==> config.mk <==
export PLATFORM = sky130hd
export DESIGN_NAME = ddrrp_device_flat
export DESIGN_NICKNAME = d
export VERILOG_FILES = /design/src/rtl/ddrrp_pkg.sv /design/src/rtl/ddrrp_if.sv /design/src/rtl/ddrrp_device.sv /design/src/flat_wrapper.sv
export SDC_FILE = /design/constraint.sdc
export NUM_CORES = 1
export LEC_CHECK = 0
export ABC_AREA = 1
export ABC_CLOCK_PERIOD_IN_PS = 1520
export BUFFER_PORTS_ARGS = -buffer_cell sky130_fd_sc_hd__buf_2
export CAP_MARGIN = 0
export CORE_MARGIN = 2
export CORE_UTILIZATION = 53
export CTS_CLUSTER_DIAMETER = 40
export DETAILED_ROUTE_END_ITERATION = 12
export PLACE_DENSITY = 0.89
export SYNTH_ARGS = -nofsm -noshare
export SYNTH_HDL_FRONTEND = slang
export SYNTH_SLANG_ARGS = --single-unit
==> constraint.sdc <==
create_clock -name mclk -period 1.52 [get_ports mclk]
set_input_delay 0.152 -clock mclk [delete_from_list [all_inputs] [get_ports mclk]]
set_output_delay 0.152 -clock mclk [all_outputs]
set_load 0.02 [all_outputs]
==> src/rtl/ddrrp_pkg.sv <==
// Shared widths, command codes and state types of the native read port
package ddrrp_pkg;
  // Native port widths
  localparam int ADDR_W = 27;
  localparam int DATA_W = 32;
  localparam int SIZE_W = 6;
  // Default address split: row, bank, column from high to low
  localparam int COL_W = 10;
  localparam int BANK_W = 3;
  localparam int ROW_W = 14;
  // Address pin carrying the auto-precharge request on a read
  localparam int AP_BIT = 10;
  // Command spacing: one memory command per this many cycles
  localparam int CMD_GAP = 4;
  localparam int GAP_W = 2;
  localparam logic [GAP_W-1:0] GAP_RELOAD = GAP_W'(CMD_GAP - 1);
  // Host run length counter width
  localparam int CNT_W = 8;
  // Memory command bus codes
  typedef enum logic [2:0] {
    CMD_NOP,
    CMD_ACT,
    CMD_RD,
    CMD_RDA,
    CMD_PRE
  } ddrrp_cmd_t;
  // Device end states
  typedef enum logic [2:0] {
    DS_IDLE,
    DS_PLAN,
    DS_PRE,
    DS_ACT,
    DS_RD,
    DS_DATA
  } ddrrp_dstate_t;
  // Host end states
  typedef enum logic [1:0] {
    HS_IDLE,
    HS_REQ,
    HS_DRAIN
  } ddrrp_hstate_t;
endpackage

==> src/rtl/ddrrp_if.sv <==
// Native read request interface joining user logic and the memory subsystem
`timescale 1ns/100ps
interface ddrrp_if import ddrrp_pkg::*; ();
  logic reqRead;
  logic reqWrite;
  logic [ADDR_W-1:0] reqAddr;
  logic [SIZE_W-1:0] reqSize;
  logic autoPrechargeFlag;
  logic stall;
  logic readValid;
  logic [DATA_W-1:0] readDataBus;

  // Memory subsystem end
  modport dev (
    input reqRead, reqWrite, reqAddr, reqSize, autoPrechargeFlag,
    output stall, readValid, readDataBus
  );
  // User logic end
  modport host (
    output reqRead, reqWrite, reqAddr, reqSize, autoPrechargeFlag,
    input stall, readValid, readDataBus
  );
endinterface

==> src/rtl/ddrrp_device.sv <==
// Memory subsystem end: accepts native reads and drives memory commands
`timescale 1ns/100ps

// Summary of operation
// - Requester drives strobe, address, size together
// - Auto-precharge flag turns read into read-precharge
// - Request taken when strobe high, stall low
// - Strobe may stay high for cascaded requests
// - Address, size, flag sampled only while stall low
// - Size and flag may be held constant
// - Read strobe never high with write strobe
// - Valid marks exactly cycles with read data
// - No fixed timing among request, stall, valid
// - Requester drops strobe when nothing left
// - Closed row opened by activate with row, bank
// - One read command with column per request
// - Data seen on memory lines before native bus
// - Precharge or activate before read when needed
// - Memory commands spaced four cycles apart
module ddrrp_device import ddrrp_pkg::*; #(
  parameter int COLW = COL_W,
  parameter int BANKW = BANK_W,
  parameter int ROWW = ROW_W
) (
  // Clock and reset
  input wire logic mclk,
  input wire logic resetn,
  // Native port
  ddrrp_if.dev nat,
  // Memory command bus
  output ddrrp_cmd_t memCmd,
  output logic memCsN,
  output logic [ROWW-1:0] memAddr,
  output logic [BANKW-1:0] memBank,
  // Memory read data lines
  input wire logic [DATA_W-1:0] memDq,
  input wire logic memDqValid
);

  // Refuse address splits the port cannot serve
  if (COLW + BANKW + ROWW != ADDR_W || ROWW <= AP_BIT || COLW > AP_BIT) begin : g_chk
    $error("ddrrp_device: address split does not fit the port");
  end

  typedef struct packed {
    ddrrp_dstate_t state;
    logic stall;
    logic [ROWW-1:0] row;
    logic [BANKW-1:0] bank;
    logic [COLW-1:0] col;
    logic ap;
    logic [SIZE_W-1:0] beats;
    logic [GAP_W-1:0] gap;
    logic openValid;
    logic [ROWW-1:0] openRow;
    logic [BANKW-1:0] openBank;
    ddrrp_cmd_t cmd;
    logic csN;
    logic [ROWW-1:0] pinAddr;
    logic [BANKW-1:0] pinBank;
    logic rdValid;
    logic [DATA_W-1:0] rdData;
  } ddrrp_dev_st_t;

  ddrrp_dev_st_t st_ff;
  ddrrp_dev_st_t nxt_st;
  logic gapFree;
  logic takeReq;

  // Column placed on the address pins, precharge bit beside it
  function automatic logic [ROWW-1:0] ddrrp_col_pins(input logic [COLW-1:0] col,
                                                   input logic ap);
    logic [ROWW-1:0] pins;
    pins = '0;
    pins[COLW-1:0] = col;
    pins[AP_BIT] = ap;
    return pins;
  endfunction

  // Command slot and request acceptance
  assign gapFree = (st_ff.gap == '0);
  assign takeReq = nat.reqRead && !nat.reqWrite && !st_ff.stall;

  // Next state of the whole port
  always_comb begin
    nxt_st = st_ff;
    nxt_st.cmd = CMD_NOP;
    nxt_st.csN = 1'b1;
    nxt_st.rdValid = 1'b0;
    if (!gapFree) begin
      nxt_st.gap = st_ff.gap - GAP_W'(1);
    end
    case (st_ff.state)
      DS_IDLE: begin
        nxt_st.stall = 1'b0;
        if (takeReq) begin
          // Inputs captured only in the accepting cycle
          nxt_st.col = nat.reqAddr[COLW-1:0];
          nxt_st.bank = nat.reqAddr[COLW +: BANKW];
          nxt_st.row = nat.reqAddr[COLW+BANKW +: ROWW];
          nxt_st.ap = nat.autoPrechargeFlag;
          nxt_st.beats = (nat.reqSize == '0) ? SIZE_W'(1) : nat.reqSize;
          nxt_st.stall = 1'b1;
          nxt_st.state = DS_PLAN;
        end
      end
      DS_PLAN: begin
        if (!st_ff.openValid) begin
          nxt_st.state = DS_ACT;
        end else if (st_ff.openBank == st_ff.bank && st_ff.openRow == st_ff.row) begin
          nxt_st.state = DS_RD;
        end else begin
          nxt_st.state = DS_PRE;
        end
      end
      DS_PRE: begin
        if (gapFree) begin
          // Close the open row before another is opened
          nxt_st.cmd = CMD_PRE;
          nxt_st.csN = 1'b0;
          nxt_st.pinAddr = '0;
          nxt_st.pinBank = st_ff.openBank;
          nxt_st.openValid = 1'b0;
          nxt_st.gap = GAP_RELOAD;
          nxt_st.state = DS_ACT;
        end
      end
      DS_ACT: begin
        if (gapFree) begin
          // Open requested row in requested bank
          nxt_st.cmd = CMD_ACT;
          nxt_st.csN = 1'b0;
          nxt_st.pinAddr = st_ff.row;
          nxt_st.pinBank = st_ff.bank;
          nxt_st.openValid = 1'b1;
          nxt_st.openRow = st_ff.row;
          nxt_st.openBank = st_ff.bank;
          nxt_st.gap = GAP_RELOAD;
          nxt_st.state = DS_RD;
        end
      end
      DS_RD: begin
        if (gapFree) begin
          // Single read command carrying the column
          nxt_st.cmd = st_ff.ap ? CMD_RDA : CMD_RD;
          nxt_st.csN = 1'b0;
          nxt_st.pinAddr = ddrrp_col_pins(st_ff.col, st_ff.ap);
          nxt_st.pinBank = st_ff.bank;
          if (st_ff.ap) begin
            nxt_st.openValid = 1'b0;
          end
          nxt_st.gap = GAP_RELOAD;
          nxt_st.state = DS_DATA;
        end
      end
      DS_DATA: begin
        // Memory data forwarded one cycle later, in order
        nxt_st.rdValid = memDqValid;
        if (memDqValid) begin
          nxt_st.rdData = memDq;
          nxt_st.beats = st_ff.beats - SIZE_W'(1);
          if (st_ff.beats == SIZE_W'(1)) begin
            nxt_st.stall = 1'b0;
            nxt_st.state = DS_IDLE;
          end
        end
      end
      default: begin
        nxt_st.state = DS_IDLE;
      end
    endcase
  end

  // State register
  always_ff @(posedge mclk) begin
    if (!resetn) begin
      st_ff <= '0;
      st_ff.csN <= 1'b1;
      st_ff.state <= DS_IDLE;
      st_ff.cmd <= CMD_NOP;
    end else begin
      st_ff <= nxt_st;
    end
  end

  // Outputs straight from the state register
  assign nat.stall = st_ff.stall;
  assign nat.readValid = st_ff.rdValid;
  assign nat.readDataBus = st_ff.rdData;
  assign memCmd = st_ff.cmd;
  assign memCsN = st_ff.csN;
  assign memAddr = st_ff.pinAddr;
  assign memBank = st_ff.pinBank;

endmodule

==> src/flat_wrapper.sv <==
// flat-port wrapper written by rule: the top's interface ports become plain ports
module ddrrp_device_flat import ddrrp_pkg::*;
#(
  parameter int COLW = COL_W,
  parameter int BANKW = BANK_W,
  parameter int ROWW = ROW_W
)
  (mclk, resetn, memCmd, memCsN, memAddr, memBank, memDq, memDqValid, nat_reqRead, nat_reqWrite, nat_reqAddr, nat_reqSize, nat_autoPrechargeFlag, nat_stall, nat_readValid, nat_readDataBus);
  ddrrp_if nat_i ();
  input wire logic mclk;
  input wire logic resetn;
  output ddrrp_cmd_t memCmd;
  output logic memCsN;
  output logic [ROWW-1:0] memAddr;
  output logic [BANKW-1:0] memBank;
  input wire logic [DATA_W-1:0] memDq;
  input wire logic memDqValid;
  input wire logic [$bits(nat_i.reqRead)-1:0] nat_reqRead;
  input wire logic [$bits(nat_i.reqWrite)-1:0] nat_reqWrite;
  input wire logic [$bits(nat_i.reqAddr)-1:0] nat_reqAddr;
  input wire logic [$bits(nat_i.reqSize)-1:0] nat_reqSize;
  input wire logic [$bits(nat_i.autoPrechargeFlag)-1:0] nat_autoPrechargeFlag;
  output wire logic [$bits(nat_i.stall)-1:0] nat_stall;
  output wire logic [$bits(nat_i.readValid)-1:0] nat_readValid;
  output wire logic [$bits(nat_i.readDataBus)-1:0] nat_readDataBus;
  assign nat_i.reqRead = nat_reqRead;
  assign nat_i.reqWrite = nat_reqWrite;
  assign nat_i.reqAddr = nat_reqAddr;
  assign nat_i.reqSize = nat_reqSize;
  assign nat_i.autoPrechargeFlag = nat_autoPrechargeFlag;
  assign nat_stall = nat_i.stall;
  assign nat_readValid = nat_i.readValid;
  assign nat_readDataBus = nat_i.readDataBus;
  ddrrp_device #(.COLW(COLW), .BANKW(BANKW), .ROWW(ROWW)) u_core (.mclk(mclk), .resetn(resetn), .nat(nat_i), .memCmd(memCmd), .memCsN(memCsN), .memAddr(memAddr), .memBank(memBank), .memDq(memDq), .memDqValid(memDqValid));
endmodule
Word-level counts from Yosys, hierarchy flattened --
Index checks and enable logic that the tools add are counted.
Cells by class: add/sub/neg operators 2, multipliers 0, div/mod/pow operators 0, order comparisons 0, equality and inequality tests 15, shift operators 0, multiplexer cells 23, bitwise logic cells 0, reduce and logical (&&, ||, !) cells 19
Operators by type and width (count):
- $pmux W21 S3 | 1
- $mux W21 | 2
- $mux W41 | 1
- $mux W38 | 1
- $mux W3 | 7
- $pmux W3 S6 | 1
- $eq A14 B14 Y1 | 1
- $mux W6 | 2
- $ne A2 B1 Y1 const B | 6
- $pmux W6 S2 | 1
- $pmux W3 S3 | 1
- $mux W4 | 2
- $reduce_and A2 Y1 | 4
- $eq A3 B2 Y1 const B | 2
- $eq A3 B3 Y1 const B | 2
- $eq A6 B1 Y1 const B | 1
- $logic_not A6 Y1 | 1
- $reduce_and A3 Y1 | 2
- $reduce_and A6 Y1 | 1
- $sub A6 B1 Y6 const B | 1
- $reduce_and A5 Y1 | 1
- $reduce_and A4 Y1 | 1
- $eq A3 B1 Y1 const B | 1
- $eq A3 B3 Y1 | 1
- 11 further kinds | 15
Word-level totals: register bits after elaboration 112, latch bits 0, memory bits (writable) 0, bits in read-only memories 0, input bits 71, word-level logic and storage cells 76, memories 0

Logic depth before layout (Yosys ltp) --
depth in word-level cells 5, depth in mapped cells 11, mapped depth without buffers 11

Worst setup path after synthesis --
OpenSTA, ideal clock, no wires.
path kind register -> register, from reg u_core.st_ff[72] in the netlist's numbering, to reg u_core.st_ff, in the netlist u_core.memAddr[6], arrival 1.198 ns, required time 1.388 ns, setup slack 0.190 ns, stages on the path, launching flop included 10, period minus slack after synthesis 1.330 ns, cell sequence dfxtp_1 > inv_1 > ha_1 > inv_2 > nor2_2 > inv_2 > buf_6 > nor2_1 > a21oi_1 > a21oi_1
On the way: longest elaborated chain between the ends 3, elaborated cells on any way between the ends 5, those cells by class 3 x eq/ne; 2 x reduce/logical
RTL lines:
- start, declared | RTL line ddrrp_device.sv:65 | ddrrp_dev_st_t st_ff;
- start signal, assigned | RTL line ddrrp_device.sv:182 | st_ff <= nxt_st;
- $logic_not A2 Y1 (*) | RTL line ddrrp_device.sv:81 | assign gapFree = (st_ff.gap == '0);
- $ne A2 B1 Y1 (no line)
- $reduce_and A4 Y1 (no line) (*)
Every way passes the cells marked *; elsewhere a longest branch is shown, timed or not. A chain may end at the register's enable or synchronous reset.

Worst setup path after layout --
Ends and elaborated chain as after synthesis.

==> results.tsv <==
metric	value	unit
outcome	finished, final reports clean	
initial core utilization	53.97	%
startpoint types	flip-flop	
Slowest-stage cell, CP	dfxtp_2	
largest net degree at the start of global routing	72	
final hold viol count	0	
Post-synth EDFFs	0	
first-pass GRT wire length	18820	µm
share of layout cells above drive strength 1	24.67	%
largest family of logic cells by synthesized area	simple AND/OR/NAND/NOR gates	
layout overhead on the synthesized area	16.67	%
design area	5763	µm²
remaining antenna violation count	0	
std cell rows	35	
CTS sink count	112	
initial antenna violation count	0	
Post-Syn Nets	742	
Peak VDD IR	0.5214	mV
GRT Resource Usage Total	22.86	%
r2r setup slk	70	ps
CTS buffer count	9	
Overall Power	5.349	mW
die area	10110	µm²
CP max FO	25	
leakage power	2.668	nW
fin. max-slew vios	0	
Clk Latency, worst-skew pair	370	ps
slowest stage delay, CP	340	ps
Clk pin slew, worst setup/hold paths	120	ps
dpl cell area	5319	µm²
GR Layer Usage met3	5.895	%
flip-flop and latch area	2251	µm²
Die X	100.5	µm
TNS Setup	0	ps
met1 usage	28.09	%
Max-cap violations	0	
Int Power	3.925	mW
sw frac	26.62	%
synthesis warning total	0	
Seq pwr share	57.4	%
synthesized area per cell	7.417	µm²
die span in y	100.5	µm
post-synthesis cell count	666	
H-tree depth	3	
RSZ-0062 raised after global routing	true	
post-synthesis mux area share	0	%
Crit. End Element	flip-flop	
PwrDens	928.1	nW/µm²
DR vias/cell	5.068	
asr flop ratio synth	0	%
ys flop type	dfxtp_1	
final setup violation count	0	
Layout Skew	18.16	ps
deepest clock path buffer count	2	
final estimated routing congestion in global placement	0.8249	
GR peak layer	met2	
WP data required	1830	ps
worst setup path category	flip-flop to flip-flop	
Adder-Cell Fraction of Synth Area	1.266	%
final wirelength	11390	µm
post-DR wirelength/cell	13.04	µm
drt first pass iters	4	
Core ar.	9153	µm²
ANT cells	0	
actual slew at the worst max-slew pin	348.2	ps
vias in the first global route	4216	
GRT Residual Overflow	0	
Slew HR	76.66	%
fmax	0.6908	GHz
clk root buf	clkbuf_8	
Port-buffer cells	125	
met2 Resource Use GR	38.93	%
Netlist Area Pre-Place	4940	µm²
Yosys reg bits	112	
Nets	833	
worst hold path class	input pin to flip-flop	
Synth Area in Compound Gates	16.82	%
count of cell types in the netlist	36	
io pins	126	
post-DP HPWL	7370	µm
Simple-Gate Fraction of Synth Area	20.62	%
sequential-to-total area share from yosys stat	45.39	%
Fillers	778	
Tmin final	1448	ps
Logic pwr share	10.4	%
DRC violations left	0	
Via Count	4424	
CTS tree	built	
Iteration-0 DRC Markers	168	
CP cell instances	inv_1 -> ha_1 -> inv_2 -> nor2_2 -> inv_2 -> buf_12 -> nor2_1 -> a21oi_1 -> a21oi_1	
Net Sw Power	1.424	mW
CP arrival	1750	ps
Post-Synth XOR/XNOR Area	0.7092	%
multi-input logic area	1957	µm²
Clock power frac	32.2	%
Final period util	95.24	%
[critical path, delay by kind of cell, from the launching register on]
kind	cells	cell delay (ps)
and+or+nand+nor	2	300
buffers and inverters	4	360
AOI/OAI and AO/OA	2	180
DFF	1	340
adders and majority gates	1	190
[layer usage]
| metal | part of all wire [%] | up-vias |
|---|---|---|
| met2 | 47 | 150 |
| met5 | 0 | - |
| li1 | - | 2262 |
| met3 | 6.7 | 17 |
| met4 | 1.8 | 0 |
| met1 | 44 | 1995 |
[metrics by stage]
stage	hold WS (ps)	utilization, %	std cells	setup WS [ps]
floorplan	286.9	-	666	189.7
CTS	2.641	62.60	871	61.45
detailed placement	381.4	58.11	833	100.9
finish	2.026	62.97	873	72.34
global placement	371.9	58.11	833	125.5
global route	5.572	62.97	873	-32.96
[power groups by stage]
| stage | Sequential [mW] | Clock [mW] | Combinational, mW |
|---|---|---|---|
| 6_report | 3.07 | 1.72 | 0.557 |
| 5_1_grt | 3.08 | 1.87 | 0.629 |
| 4_1_cts | 3.07 | 1.75 | 0.550 |
| 3_5_place_dp | 3.14 | 0 | 0.504 |
| 3_3_place_gp | 3.13 | 0 | 0.493 |
| 2_1_floorplan | 3.12 | 0 | 0.318 |
[area by class of cell]
cell class                      count  area share [%]
Clock buffer                       10           2.388
Clock inverter                      6          0.9119
Inverter                           58           3.821
Multi-Input combinational cell    416           33.96
Sequential cell                   112           39.06
Tap cell                          111           2.410
Timing Repair Buffer              160           17.46
[placed cells by master (no fill, tap or decap), types with 2 or more instances in the layout]
cell and n:
o32ai_1 3, o21ai_1 3, clkbuf_8 10, a21oi_1 67, clkinvlp_4 4, ha_1 5, dfxtp_1 107, a31oi_1 4
buf_4 8, o21ai_0 77, nand2_2 2, xnor2_1 3, nand2_4 2, nor2_2 6, nor2_1 131, inv_2 11
dlygate4sd3_1 22, nand3_1 8, inv_8 2, nor3_1 2, buf_2 125, inv_1 46, dfxtp_2 4, buf_12 5
nand2_1 89
[synthesized netlist by cell type, drive strengths merged (3+ instances only)]
library cell / n / area (µm²)
o32ai: 3 / 26.28
nand2: 93 / 369.1
nor2: 138 / 535.5
xnor2: 3 / 26.28
clkbuf: 12 / 45.04
nand3: 10 / 67.57
a21oi: 67 / 335.3
nor3: 3 / 20.02
buf: 68 / 485.5
o21ai: 80 / 400.4
ha: 5 / 62.56
a31oi: 4 / 25.02
inv: 58 / 220.2
dfxtp: 112 / 2242
[logic make-up (layout without fill, tap and decap cells)]
kind of cell | Yosys count | in the layout
buffers and inverters | 138 | 234
adder cells (fa/ha/maj) | 5 | 5
flip-flops | 112 | 112
AO/OA/AOI/OAI | 159 | 159
AND/OR/NAND/NOR | 248 | 248
XOR/XNOR | 4 | 4
[state kept, by name (all words and copies together) (netlist names)]
name	flops
u_core.memCmd	3
u_core.nat.readDataBus	32
u_core.nat.readValid	1
u_core.nat.stall	1
u_core.st_ff	57
u_core.memAddr	14
u_core.memCsN	1
u_core.memBank	3
[final timing paths]
check                startpoint                         end  cells after the start
max            u_core.st_ff[72]           u_core.memAddr[6]                      9
min                   memDq[29]  u_core.nat.readDataBus[29]                      3
max reg2reg    u_core.st_ff[72]           u_core.memAddr[6]                      9
min reg2reg  u_core.memAddr[11]          u_core.memAddr[11]                      2
[timing repair]
action | in CTS | in global routing
setup buffers | 0 | 2
gates resized for setup | 0 | 10
endpoints found under the hold margin | 22 | 0
hold buffers | 22 | 0
setup endpoints to repair | 0 | 52
Note: power is estimated with default switching activity, not from simulation.
